===== config.mk =====
export PLATFORM = sky130hd
export DESIGN_NAME = uart_status_output_logic
export DESIGN_NICKNAME = d
export VERILOG_FILES = /design/src/status_io_pkg.sv /design/src/lamp_one_shot.sv /design/src/uart_status_output_logic.sv
export SDC_FILE = /design/constraint.sdc
export NUM_CORES = 1
export LEC_CHECK = 0
export BUFFER_PORTS_ARGS = -buffer_cell sky130_fd_sc_hd__buf_2
export CORE_ASPECT_RATIO = 0.6
export CORE_MARGIN = 8
export CORE_UTILIZATION = 45
export DETAILED_ROUTE_END_ITERATION = 12
export GPL_ROUTABILITY_DRIVEN = 0
export GPL_TIMING_DRIVEN = 0
export MAX_ROUTING_LAYER = met4
export PLACE_DENSITY_LB_ADDON = 0.2
export SYNTH_ARGS = -nofsm -noshare
export SYNTH_HDL_FRONTEND = slang
export SYNTH_SLANG_ARGS = --single-unit

===== constraint.sdc =====
create_clock -name aclk -period 6.1 [get_ports aclk]
set_input_delay 0.61 -clock aclk [delete_from_list [all_inputs] [get_ports aclk]]
set_output_delay 0.61 -clock aclk [all_outputs]
set_load 0.01 [all_outputs]

===== src/status_io_pkg.sv =====
package status_io_pkg;

  // clock and line timing
  localparam int CLK_HZ        = 125_000_000; // core clock rate
  localparam int MAX_BAUD      = 3_000_000;   // ceiling on serial rate
  localparam int DEFAULT_BAUD  = 115_200;     // rate out of reset
  localparam int LAMP_TIME_MS  = 50;          // visible lamp pulse
  localparam int LAMP_CYCLES   = CLK_HZ / 1000 * LAMP_TIME_MS;
  // least divisor rounds up so the rate never exceeds the ceiling
  localparam int BAUD_DIV_MIN_I = (CLK_HZ + MAX_BAUD - 1) / MAX_BAUD;

  localparam int             DIV_W        = 16;
  localparam logic [15:0]    BAUD_DIV_MIN = 16'(BAUD_DIV_MIN_I);
  localparam logic [15:0]    BAUD_DIV_RST = 16'(CLK_HZ / DEFAULT_BAUD);
  // start pulse is issued two cycles ahead of the lead count end
  localparam logic [15:0]    LEAD_TRIM    = 16'h0002;
  localparam logic [15:0]    CNT_ONE      = 16'h0001;

  // register byte offsets
  localparam logic [7:0] PIN_CFG_OFS    = 8'h00; // stored pin functions
  localparam logic [7:0] BAUD_DIV_OFS   = 8'h04; // bit period in cycles
  localparam logic [7:0] STATUS_OFS     = 8'h08; // live state, read only
  localparam logic [7:0] ACTIVE_CFG_OFS = 8'h0c; // functions in force

  // status bit positions
  localparam int ST_DRV_EN  = 0;
  localparam int ST_TX_LAMP = 1;
  localparam int ST_RX_LAMP = 2;
  localparam int ST_SUSPEND = 3;
  localparam int ST_CHARGER = 4;
  localparam int ST_TX_BUSY = 5;

  // axi responses
  localparam logic [1:0] RESP_OKAY   = 2'h0;
  localparam logic [1:0] RESP_SLVERR = 2'h2;

  // pin function codes, one nibble per pin
  localparam int FUNC_W = 4;
  typedef enum logic [FUNC_W-1:0] {
    FUNC_OFF,
    FUNC_DRIVER_EN,
    FUNC_TX_LAMP,
    FUNC_RX_LAMP,
    FUNC_ANY_LAMP,
    FUNC_POWER_EN_N,
    FUNC_SLEEP_N,
    FUNC_CHARGER,
    FUNC_CHARGER_N
  } pin_func_t;

  // default image: pin0 driver enable, pin1 rx, pin2 tx, pin3 sleep
  localparam logic [15:0] PIN_CFG_RST = {FUNC_SLEEP_N, FUNC_TX_LAMP,
                                         FUNC_RX_LAMP, FUNC_DRIVER_EN};

  // transmit framing states
  typedef enum logic [1:0] {
    TX_IDLE,
    TX_LEAD,
    TX_SHIFT
  } tx_state_t;

endpackage : status_io_pkg


===== src/lamp_one_shot.sv =====
`timescale 1ns/1ps
// retriggerable pulse stretcher for one activity lamp
module lamp_one_shot #(
  parameter int LEN = 6_250_000 // pulse length in cycles
) (
  input  wire logic aclk,
  input  wire logic aresetn,
  input  wire logic trigger,  // one-cycle activity event
  output logic      active    // high for LEN cycles after last event
);

  localparam int CW = $clog2(LEN + 1);
  localparam logic [CW-1:0] LEN_C = CW'(LEN);
  localparam logic [CW-1:0] ONE_C = CW'(1);

  logic [CW-1:0] cnt_r;   // cycles left in the pulse
  logic [CW-1:0] cnt_nxt;
  logic          active_r;

  // each new event restarts the full length
  assign cnt_nxt = trigger           ? LEN_C :
                   (cnt_r != '0)     ? cnt_r - ONE_C : '0;

  // stretch state, cleared by reset
  always_ff @(posedge aclk) begin
    if (!aresetn) begin
      cnt_r    <= '0;
      active_r <= 1'b0;
    end else begin
      cnt_r    <= cnt_nxt;
      active_r <= (cnt_nxt != '0);
    end
  end

  assign active = active_r;

endmodule : lamp_one_shot


===== src/uart_status_output_logic.sv =====
`timescale 1ns/1ps
module uart_status_output_logic
  import status_io_pkg::*;
#(
  parameter int N_PINS   = 4,           // configurable pins
  parameter int LAMP_LEN = LAMP_CYCLES  // lamp pulse cycles
) (
  input  wire logic              aclk,
  input  wire logic              aresetn,
  // axi4-lite slave
  input  wire logic [7:0]        s_axi_awaddr,
  input  wire logic              s_axi_awvalid,
  output logic                   s_axi_awready,
  input  wire logic [31:0]       s_axi_wdata,
  input  wire logic [3:0]        s_axi_wstrb,
  input  wire logic              s_axi_wvalid,
  output logic                   s_axi_wready,
  output logic [1:0]             s_axi_bresp,
  output logic                   s_axi_bvalid,
  input  wire logic              s_axi_bready,
  input  wire logic [7:0]        s_axi_araddr,
  input  wire logic              s_axi_arvalid,
  output logic                   s_axi_arready,
  output logic [31:0]            s_axi_rdata,
  output logic [1:0]             s_axi_rresp,
  output logic                   s_axi_rvalid,
  input  wire logic              s_axi_rready,
  // uart core side
  input  wire logic              tx_char_ready,
  input  wire logic              tx_stop_due,
  input  wire logic              rx_activity,
  output logic                   tx_start_go,
  // usb state
  input  wire logic              usb_suspend,
  input  wire logic              dcp_detected,
  input  wire logic              usb_bus_reset,
  // configurable pins
  output logic [N_PINS-1:0]      configurable_io_pins_out,
  output logic [N_PINS-1:0]      configurable_io_pins_oe
);

  localparam int CFG_W = N_PINS * FUNC_W;

  // ---------------- register bus ----------------
  logic              aw_full_r;   // write address held
  logic [7:0]        aw_addr_r;
  logic              w_full_r;    // write data held
  logic [31:0]       w_data_r;
  logic [3:0]        w_strb_r;
  logic              awready_r;
  logic              wready_r;
  logic              bvalid_r;
  logic [1:0]        bresp_r;
  logic              arready_r;
  logic              rvalid_r;
  logic [31:0]       rdata_r;
  logic [1:0]        rresp_r;

  logic [15:0]       pin_cfg_r;     // stored image, software written
  logic [CFG_W-1:0]  active_cfg_r;  // image in force on the pins
  logic [15:0]       baud_div_r;    // bit period in cycles

  // handshake decode
  wire aw_take   = s_axi_awvalid & awready_r;
  wire w_take    = s_axi_wvalid & wready_r;
  wire ar_take   = s_axi_arvalid & arready_r;
  wire wr_fire   = aw_full_r & w_full_r & ~bvalid_r;
  wire aw_nxt    = (aw_full_r & ~wr_fire) | aw_take;
  wire w_nxt     = (w_full_r & ~wr_fire) | w_take;
  wire bv_nxt    = wr_fire | (bvalid_r & ~s_axi_bready);
  wire rv_nxt    = ar_take | (rvalid_r & ~s_axi_rready);

  // write address decode, word aligned
  wire wr_cfg    = aw_addr_r[7:2] == PIN_CFG_OFS[7:2];
  wire wr_baud   = aw_addr_r[7:2] == BAUD_DIV_OFS[7:2];
  wire wr_ro     = (aw_addr_r[7:2] == STATUS_OFS[7:2]) |
                   (aw_addr_r[7:2] == ACTIVE_CFG_OFS[7:2]);
  wire wr_hit    = wr_cfg | wr_baud | wr_ro;

  // byte lanes merge into the 16-bit registers
  wire [15:0] lane_mask = {{8{w_strb_r[1]}}, {8{w_strb_r[0]}}};
  wire [15:0] cfg_merge = (pin_cfg_r & ~lane_mask) |
                          (w_data_r[15:0] & lane_mask);
  wire [15:0] div_merge = (baud_div_r & ~lane_mask) |
                          (w_data_r[15:0] & lane_mask);
  // too small a divisor is raised to the floor
  wire [15:0] div_clamp = (div_merge < BAUD_DIV_MIN) ? BAUD_DIV_MIN
                                                      : div_merge;

  // ---------------- transmit framing ----------------
  tx_state_t         tx_state_r;
  tx_state_t         tx_state_nxt;
  logic [15:0]       lead_cnt_r;
  logic [15:0]       lead_cnt_nxt;
  logic              drv_en_r;      // line driver enable level
  logic              drv_en_nxt;
  logic              start_go_r;
  logic              start_go_nxt;

  // framing sequence; new characters wait outside idle
  always_comb begin
    tx_state_nxt = tx_state_r;
    lead_cnt_nxt = lead_cnt_r;
    drv_en_nxt   = drv_en_r;
    start_go_nxt = 1'b0;
    unique case (tx_state_r)
      TX_IDLE: begin
        if (tx_char_ready) begin
          tx_state_nxt = TX_LEAD;
          drv_en_nxt   = 1'b1;
          lead_cnt_nxt = baud_div_r - LEAD_TRIM;
        end
      end
      TX_LEAD: begin
        // start bit begins at the edge that samples the go pulse
        if (lead_cnt_r == '0) begin
          start_go_nxt = 1'b1;
          tx_state_nxt = TX_SHIFT;
        end else begin
          lead_cnt_nxt = lead_cnt_r - CNT_ONE;
        end
      end
      TX_SHIFT: begin
        // stop_due marks the edge where the stop bit starts
        if (tx_stop_due) begin
          tx_state_nxt = TX_IDLE;
          drv_en_nxt   = 1'b0;
        end
      end
    endcase
  end

  // framing registers
  always_ff @(posedge aclk) begin
    if (!aresetn) begin
      tx_state_r <= TX_IDLE;
      lead_cnt_r <= '0;
      drv_en_r   <= 1'b0;
      start_go_r <= 1'b0;
    end else begin
      tx_state_r <= tx_state_nxt;
      lead_cnt_r <= lead_cnt_nxt;
      drv_en_r   <= drv_en_nxt;
      start_go_r <= start_go_nxt;
    end
  end

  // ---------------- activity lamps ----------------
  logic tx_lamp_on;  // stretched transmit activity
  logic rx_lamp_on;  // stretched receive activity

  lamp_one_shot #(.LEN(LAMP_LEN)) u_tx_lamp (
    .aclk    (aclk),
    .aresetn (aresetn),
    .trigger (start_go_r),
    .active  (tx_lamp_on)
  );

  lamp_one_shot #(.LEN(LAMP_LEN)) u_rx_lamp (
    .aclk    (aclk),
    .aresetn (aresetn),
    .trigger (rx_activity),
    .active  (rx_lamp_on)
  );

  // charger only while a charging port holds us suspended
  wire charger_on = dcp_detected & usb_suspend;

  // per-pin drive as {oe, out}; spare codes float the pin
  function automatic logic [1:0] pin_drive(
    input logic [FUNC_W-1:0] code,
    input logic              en,
    input logic              tx_on,
    input logic              rx_on,
    input logic              susp,
    input logic              chg
  );
    logic [1:0] d;
    d = 2'b00;
    case (pin_func_t'(code))
      FUNC_OFF:        d = 2'b00;
      FUNC_DRIVER_EN:  d = {1'b1, en};
      FUNC_TX_LAMP:    d = {tx_on, 1'b0};
      FUNC_RX_LAMP:    d = {rx_on, 1'b0};
      FUNC_ANY_LAMP:   d = {tx_on | rx_on, 1'b0};
      FUNC_POWER_EN_N: d = {1'b1, susp};
      FUNC_SLEEP_N:    d = {1'b1, ~susp};
      FUNC_CHARGER:    d = {1'b1, chg};
      FUNC_CHARGER_N:  d = {1'b1, ~chg};
      default:         d = 2'b00;
    endcase
    return d;
  endfunction : pin_drive

  logic [N_PINS-1:0] pin_out_r;
  logic [N_PINS-1:0] pin_oe_r;
  logic [N_PINS-1:0] pin_out_nxt;
  logic [N_PINS-1:0] pin_oe_nxt;

  // enable uses its next value so the pin moves on the framing edge
  genvar gi;
  generate
    for (gi = 0; gi < N_PINS; gi++) begin : g_pin
      assign {pin_oe_nxt[gi], pin_out_nxt[gi]} =
        pin_drive(active_cfg_r[gi*FUNC_W +: FUNC_W], drv_en_nxt,
                  tx_lamp_on, rx_lamp_on, usb_suspend, charger_on);

    end
  endgenerate

  // pin registers
  always_ff @(posedge aclk) begin
    if (!aresetn) begin
      pin_out_r <= '0;
      pin_oe_r  <= '0;
    end else begin
      pin_out_r <= pin_out_nxt;
      pin_oe_r  <= pin_oe_nxt;
    end
  end

  // ---------------- configuration ----------------
  // functions change only when the stored image is rescanned, so
  // software writes take effect after the next usb bus reset
  always_ff @(posedge aclk) begin
    if (!aresetn) begin
      active_cfg_r <= CFG_W'(PIN_CFG_RST);
    end else if (usb_bus_reset) begin
      active_cfg_r <= CFG_W'(pin_cfg_r);
    end
  end

  // software registers
  always_ff @(posedge aclk) begin
    if (!aresetn) begin
      pin_cfg_r  <= PIN_CFG_RST;
      baud_div_r <= BAUD_DIV_RST;
    end else if (wr_fire) begin
      if (wr_cfg) pin_cfg_r <= cfg_merge;
      if (wr_baud) baud_div_r <= div_clamp;
    end
  end

  // read decode
  wire [31:0] status_word = {26'h0, tx_state_r != TX_IDLE,
                             charger_on, usb_suspend, rx_lamp_on,
                             tx_lamp_on, drv_en_r};
  wire rd_cfg    = s_axi_araddr[7:2] == PIN_CFG_OFS[7:2];
  wire rd_baud   = s_axi_araddr[7:2] == BAUD_DIV_OFS[7:2];
  wire rd_stat   = s_axi_araddr[7:2] == STATUS_OFS[7:2];
  wire rd_act    = s_axi_araddr[7:2] == ACTIVE_CFG_OFS[7:2];
  wire rd_hit    = rd_cfg | rd_baud | rd_stat | rd_act;
  wire [31:0] rd_word = rd_cfg  ? {16'h0, pin_cfg_r}  :
                        rd_baud ? {16'h0, baud_div_r} :
                        rd_stat ? status_word         :
                        rd_act  ? 32'(active_cfg_r)   : 32'h0;

  // write channels; address and data accepted in either order
  always_ff @(posedge aclk) begin
    if (!aresetn) begin
      aw_full_r <= 1'b0;
      w_full_r  <= 1'b0;
      aw_addr_r <= '0;
      w_data_r  <= '0;
      w_strb_r  <= '0;
      awready_r <= 1'b0;
      wready_r  <= 1'b0;
      bvalid_r  <= 1'b0;
      bresp_r   <= RESP_OKAY;
    end else begin
      aw_full_r <= aw_nxt;
      w_full_r  <= w_nxt;
      awready_r <= ~aw_nxt;
      wready_r  <= ~w_nxt;
      bvalid_r  <= bv_nxt;
      if (aw_take) aw_addr_r <= s_axi_awaddr;
      if (w_take) begin
        w_data_r <= s_axi_wdata;
        w_strb_r <= s_axi_wstrb;
      end
      // unmapped writes answer with an error and change nothing
      if (wr_fire) bresp_r <= wr_hit ? RESP_OKAY : RESP_SLVERR;
    end
  end

  // read channel, one read outstanding
  always_ff @(posedge aclk) begin
    if (!aresetn) begin
      arready_r <= 1'b0;
      rvalid_r  <= 1'b0;
      rdata_r   <= '0;
      rresp_r   <= RESP_OKAY;
    end else begin
      arready_r <= ~rv_nxt;
      rvalid_r  <= rv_nxt;
      if (ar_take) begin
        rdata_r <= rd_word;
        rresp_r <= rd_hit ? RESP_OKAY : RESP_SLVERR;
      end
    end
  end

  // outputs straight from flops
  assign s_axi_awready            = awready_r;
  assign s_axi_wready             = wready_r;
  assign s_axi_bvalid             = bvalid_r;
  assign s_axi_bresp              = bresp_r;
  assign s_axi_arready            = arready_r;
  assign s_axi_rvalid             = rvalid_r;
  assign s_axi_rdata              = rdata_r;
  assign s_axi_rresp              = rresp_r;
  assign tx_start_go              = start_go_r;
  assign configurable_io_pins_out = pin_out_r;
  assign configurable_io_pins_oe  = pin_oe_r;

  // ---------------- checks ----------------

  // helper: cycles since the driver enable rose
  logic [15:0] en_age_r;
  always_ff @(posedge aclk) begin
    if (!aresetn) en_age_r <= '0;
    else en_age_r <= drv_en_nxt ? (drv_en_r ? en_age_r + CNT_ONE : '0)
                                : '0;
  end
endmodule : uart_status_output_logic


==> impl_results.md <==
- Status: finished, final reports clean
- H-tree depth: 4
- CP delay by family, top: simple AND/OR/NAND/NOR gates
- Worst setup margin: 3050 ps
- Ys Warns: 0
- Maximum vdd drop: 218 uV
- Core Region: 0.0189 mm2
- Clock network fraction of design power: 30.0%
- Worst clock skew: 6.98 ps
- Initial antenna violation count: 0
- Worst Tran Pin Value: 1250 ps
- Syn_area_per_cell: 8.14 um2
- I/O Pins: 115
- Power share of the sequential group: 36.7%
- CP arrival: 3360 ps
- Post-synth EDFFs: 0
- Clk sinks: 173
- Critical path's slowest cell: nor4_1
- Ratio of cells with drive above 1 in the final layout: 13.3%
- DR DRC count: 0
- DR vias/cell: 5.60
- CTS tree: done
- FF+latch area: 0.00346 mm2
- Place WS: 3130 ps
- Tcrit/Tclk final: 50.0%
- Internal power: 2.46 mW
- Worst hold path type: in2reg
- Delay of the slowest cell on the worst path: 750 ps
- Die Area: 0.0239 mm2
- Dpl cells: 1,391
- Port bufs: 71
- CP Capture Type: flop
- Ranking of synthesized cells by area: dfxtp_1 (40%), nand2_1 (7.2%), nor2_1 (5.5%)
- Fin nets: 1,238
- Dpl hpwl: 19.3 mm
- Die Span X: 194 um
- CP max FO: 10
- Fillers: 1,811
- Min Tclk post-route: 3050 ps
- FMAX: 328 MHz
- Total iterations of the first detailed-routing run: 5
- Cell repeated most along the worst path: nor2_1
- First-pass GRT wire length: 39.9 mm
- Synthesized instance count: 1,057
- Vias after detailed routing: 7,970
- Endpoints failing hold: 0
- Postcts setup bufs: 0
- Pin count of the biggest net entering global routing: 17
- # rows: 39
- Layout Area Growth over Synthesis: 15.7%
- Max Root-Sink Buffers: 2
- Post-CTS sizing: 0
- CP Class: reg2reg
- Cell Pwr Density: 388 mW/mm2
- Max Slew Vio Count: 0
- GR Overflow Total: 0
- Psw: 1.40 mW
- Endpoints failing setup: 0
- Total Neg Setup Slack: 0 ps
- Initial drt markers: 877
- GRT Util Overall: 21.6%
- Area leader, netlist: dfxtp_1
- LEAKAGE: 3.84 nW
- Final ANT Viol Nets: 0
- Routed WL per cell: 17.8 um
- Root Buffer: clkbuf_16
- Diode count: 0
- Required @ worst endpoint: 6410 ps
- Die height: 123 um
- CTS Hold Bufs: 0
- Area occupied by multi-input gates: 0.00475 mm2
- Max Cap Violations: 0
- Prevailing post-synth register cell: dfxtp_1
- Crit path buf inv count: 1
- Post-Syn Area: 0.00860 mm2
- Rel. slew slack: 15.9%
- Cell chain of the critical path: nor4_1 > nand4_1 > nor3_1 > buf_2 > nor2_1 > nand2_1 > nor2_1
- Reg clk slew, reported paths: 70 ps
- Synth top area share: 40.3%
- Post-synthesis sequential area ratio: 40.3%
- Drt total wl: 25.3 mm
- Asr flop ratio synth: 0%
- CTS Buf Count: 17
- RSZ-0062 raised after global routing: no
- Most instantiated cells after synthesis: dfxtp_1 (173), nand2_1 (166), nor2_1 (125)
- Comb power frac: 33.3%
- Post-synthesis register bit count: 173
- Crit path launch type: flop
- Top-count cell post-synth: dfxtp_1
- Switching Fraction: 36.3%
- Worst-Skew Late Latency: 430 ps
- Starting density of the core: 45.6%
- Unique masters post-synth: 74
- Vias in the first global route: 7,110
- Fin cells: 1,423
- Hold_ws: 409 ps
-- placed cells by master, fill, tap and decap left out, types with 9 or more instances in the layout --
master,synthesis,final
a211oi_1,12,12
a21oi_1,88,88
a22o_1,10,10
a22oi_1,10,10
buf_2,4,75
buf_4,19,19
clkbuf_1,49,50
clkbuf_16,0,17
conb_1,1,18
dfxtp_1,173,173
ha_1,9,9
inv_1,22,22
mux2i_1,25,25
nand2_1,166,166
nand2b_1,11,11
nand3_1,28,28
nor2_1,125,125
nor2b_1,9,9
nor3_1,33,33
nor4_1,14,14
o21a_1,22,22
o21ai_0,26,26
or3_1,12,12
xnor2_1,34,34
xor2_1,11,11
-- worst reg2reg max path: stages, from the launching register on --
cell and delay [ps]:
dfxtp_1 340, nor4_1 750, nand4_1 430, nor3_1 630, buf_2 340, nor2_1 80
nand2_1 260, nor2_1 90
-- final timing paths --
check                                                     from                             end  slack (ps)  depth (start not counted)
worst max-delay path            u_rx_lamp.cnt_r[13]$_SDFF_PN0_  u_rx_lamp.cnt_r[13]$_SDFF_PN0_        3050                          7
worst min-delay path                           s_axi_wdata[11]       w_data_r[11]$_SDFFE_PN0P_         410                          3
worst max register to register  u_rx_lamp.cnt_r[13]$_SDFF_PN0_  u_rx_lamp.cnt_r[13]$_SDFF_PN0_        3050                          7
worst min register to register       aw_addr_r[6]$_SDFFE_PN0P_       aw_addr_r[6]$_SDFFE_PN0P_         450                          2
-- sequential cells by signal, indices dropped and copies added, names as in the netlist, 4 cells and up, named ones only --
name                      cells
u_rx_lamp.cnt_r              23
u_tx_lamp.cnt_r              23
active_cfg_r                 16
baud_div_r                   16
lead_cnt_r                   16
s_axi_rdata                  16
w_data_r                     16
aw_addr_r                     6
configurable_io_pins_oe       4
configurable_io_pins_out      4
-- per-stage QoR --
step	power, mW	cell area (um2)	utilization [%]
4_1_cts	3.85	9950	52.7
3_3_place_gp	2.68	9330	49.4
3_5_place_dp	2.69	9330	49.4
6_report	3.86	9950	52.7
5_1_grt	4.08	9950	52.7
2_1_floorplan	2.38	8670	-
-- power groups by stage --
| stage | clock network (mW) | logic (mW) | registers, mW |
|---|---|---|---|
| floorplan | 0 | 0.979 | 1.40 |
| global placement | 0 | 1.25 | 1.43 |
| detailed placement | 0 | 1.26 | 1.43 |
| CTS | 1.17 | 1.26 | 1.41 |
| global route | 1.22 | 1.42 | 1.44 |
| finish | 1.16 | 1.29 | 1.41 |
-- layer usage --
| layer | GRT usage, % | part of all wire [%] | wire [um] | vias up |
|---|---|---|---|---|
| met2 | 25.7 | 35 | 8850 | 327 |
| li1 | - | - | - | 3896 |
| met5 | - | 0 | 0 | - |
| met1 | 33.6 | 54 | 13600 | 3732 |
| met4 | 4.51 | 0.69 | 174 | 0 |
| met3 | 6.39 | 10 | 2630 | 15 |
-- kinds of logic after synthesis --
family,Yosys count,synth area share [%]
AOI/OAI and AO/OA,229,17.4
xor gates and xnor gates,45,4.58
adders and majority gates,9,1.31
buffers and inverters,99,5.29
DFF,173,40.3
muxes,37,5.27
other,1,0.0436
and+or+nand+nor,464,25.8
-- area by class of cell --
cell class,instances,area share [%]
multi-input combinational,802,47.7
sequential,173,34.8
clock buffer,19,4.45
buffer,76,3.71
timing repair buffer,71,3.57
tap,246,3.09
clock inverter,13,1.79
inverter,23,0.868
(Power assumes the default switching activity.)
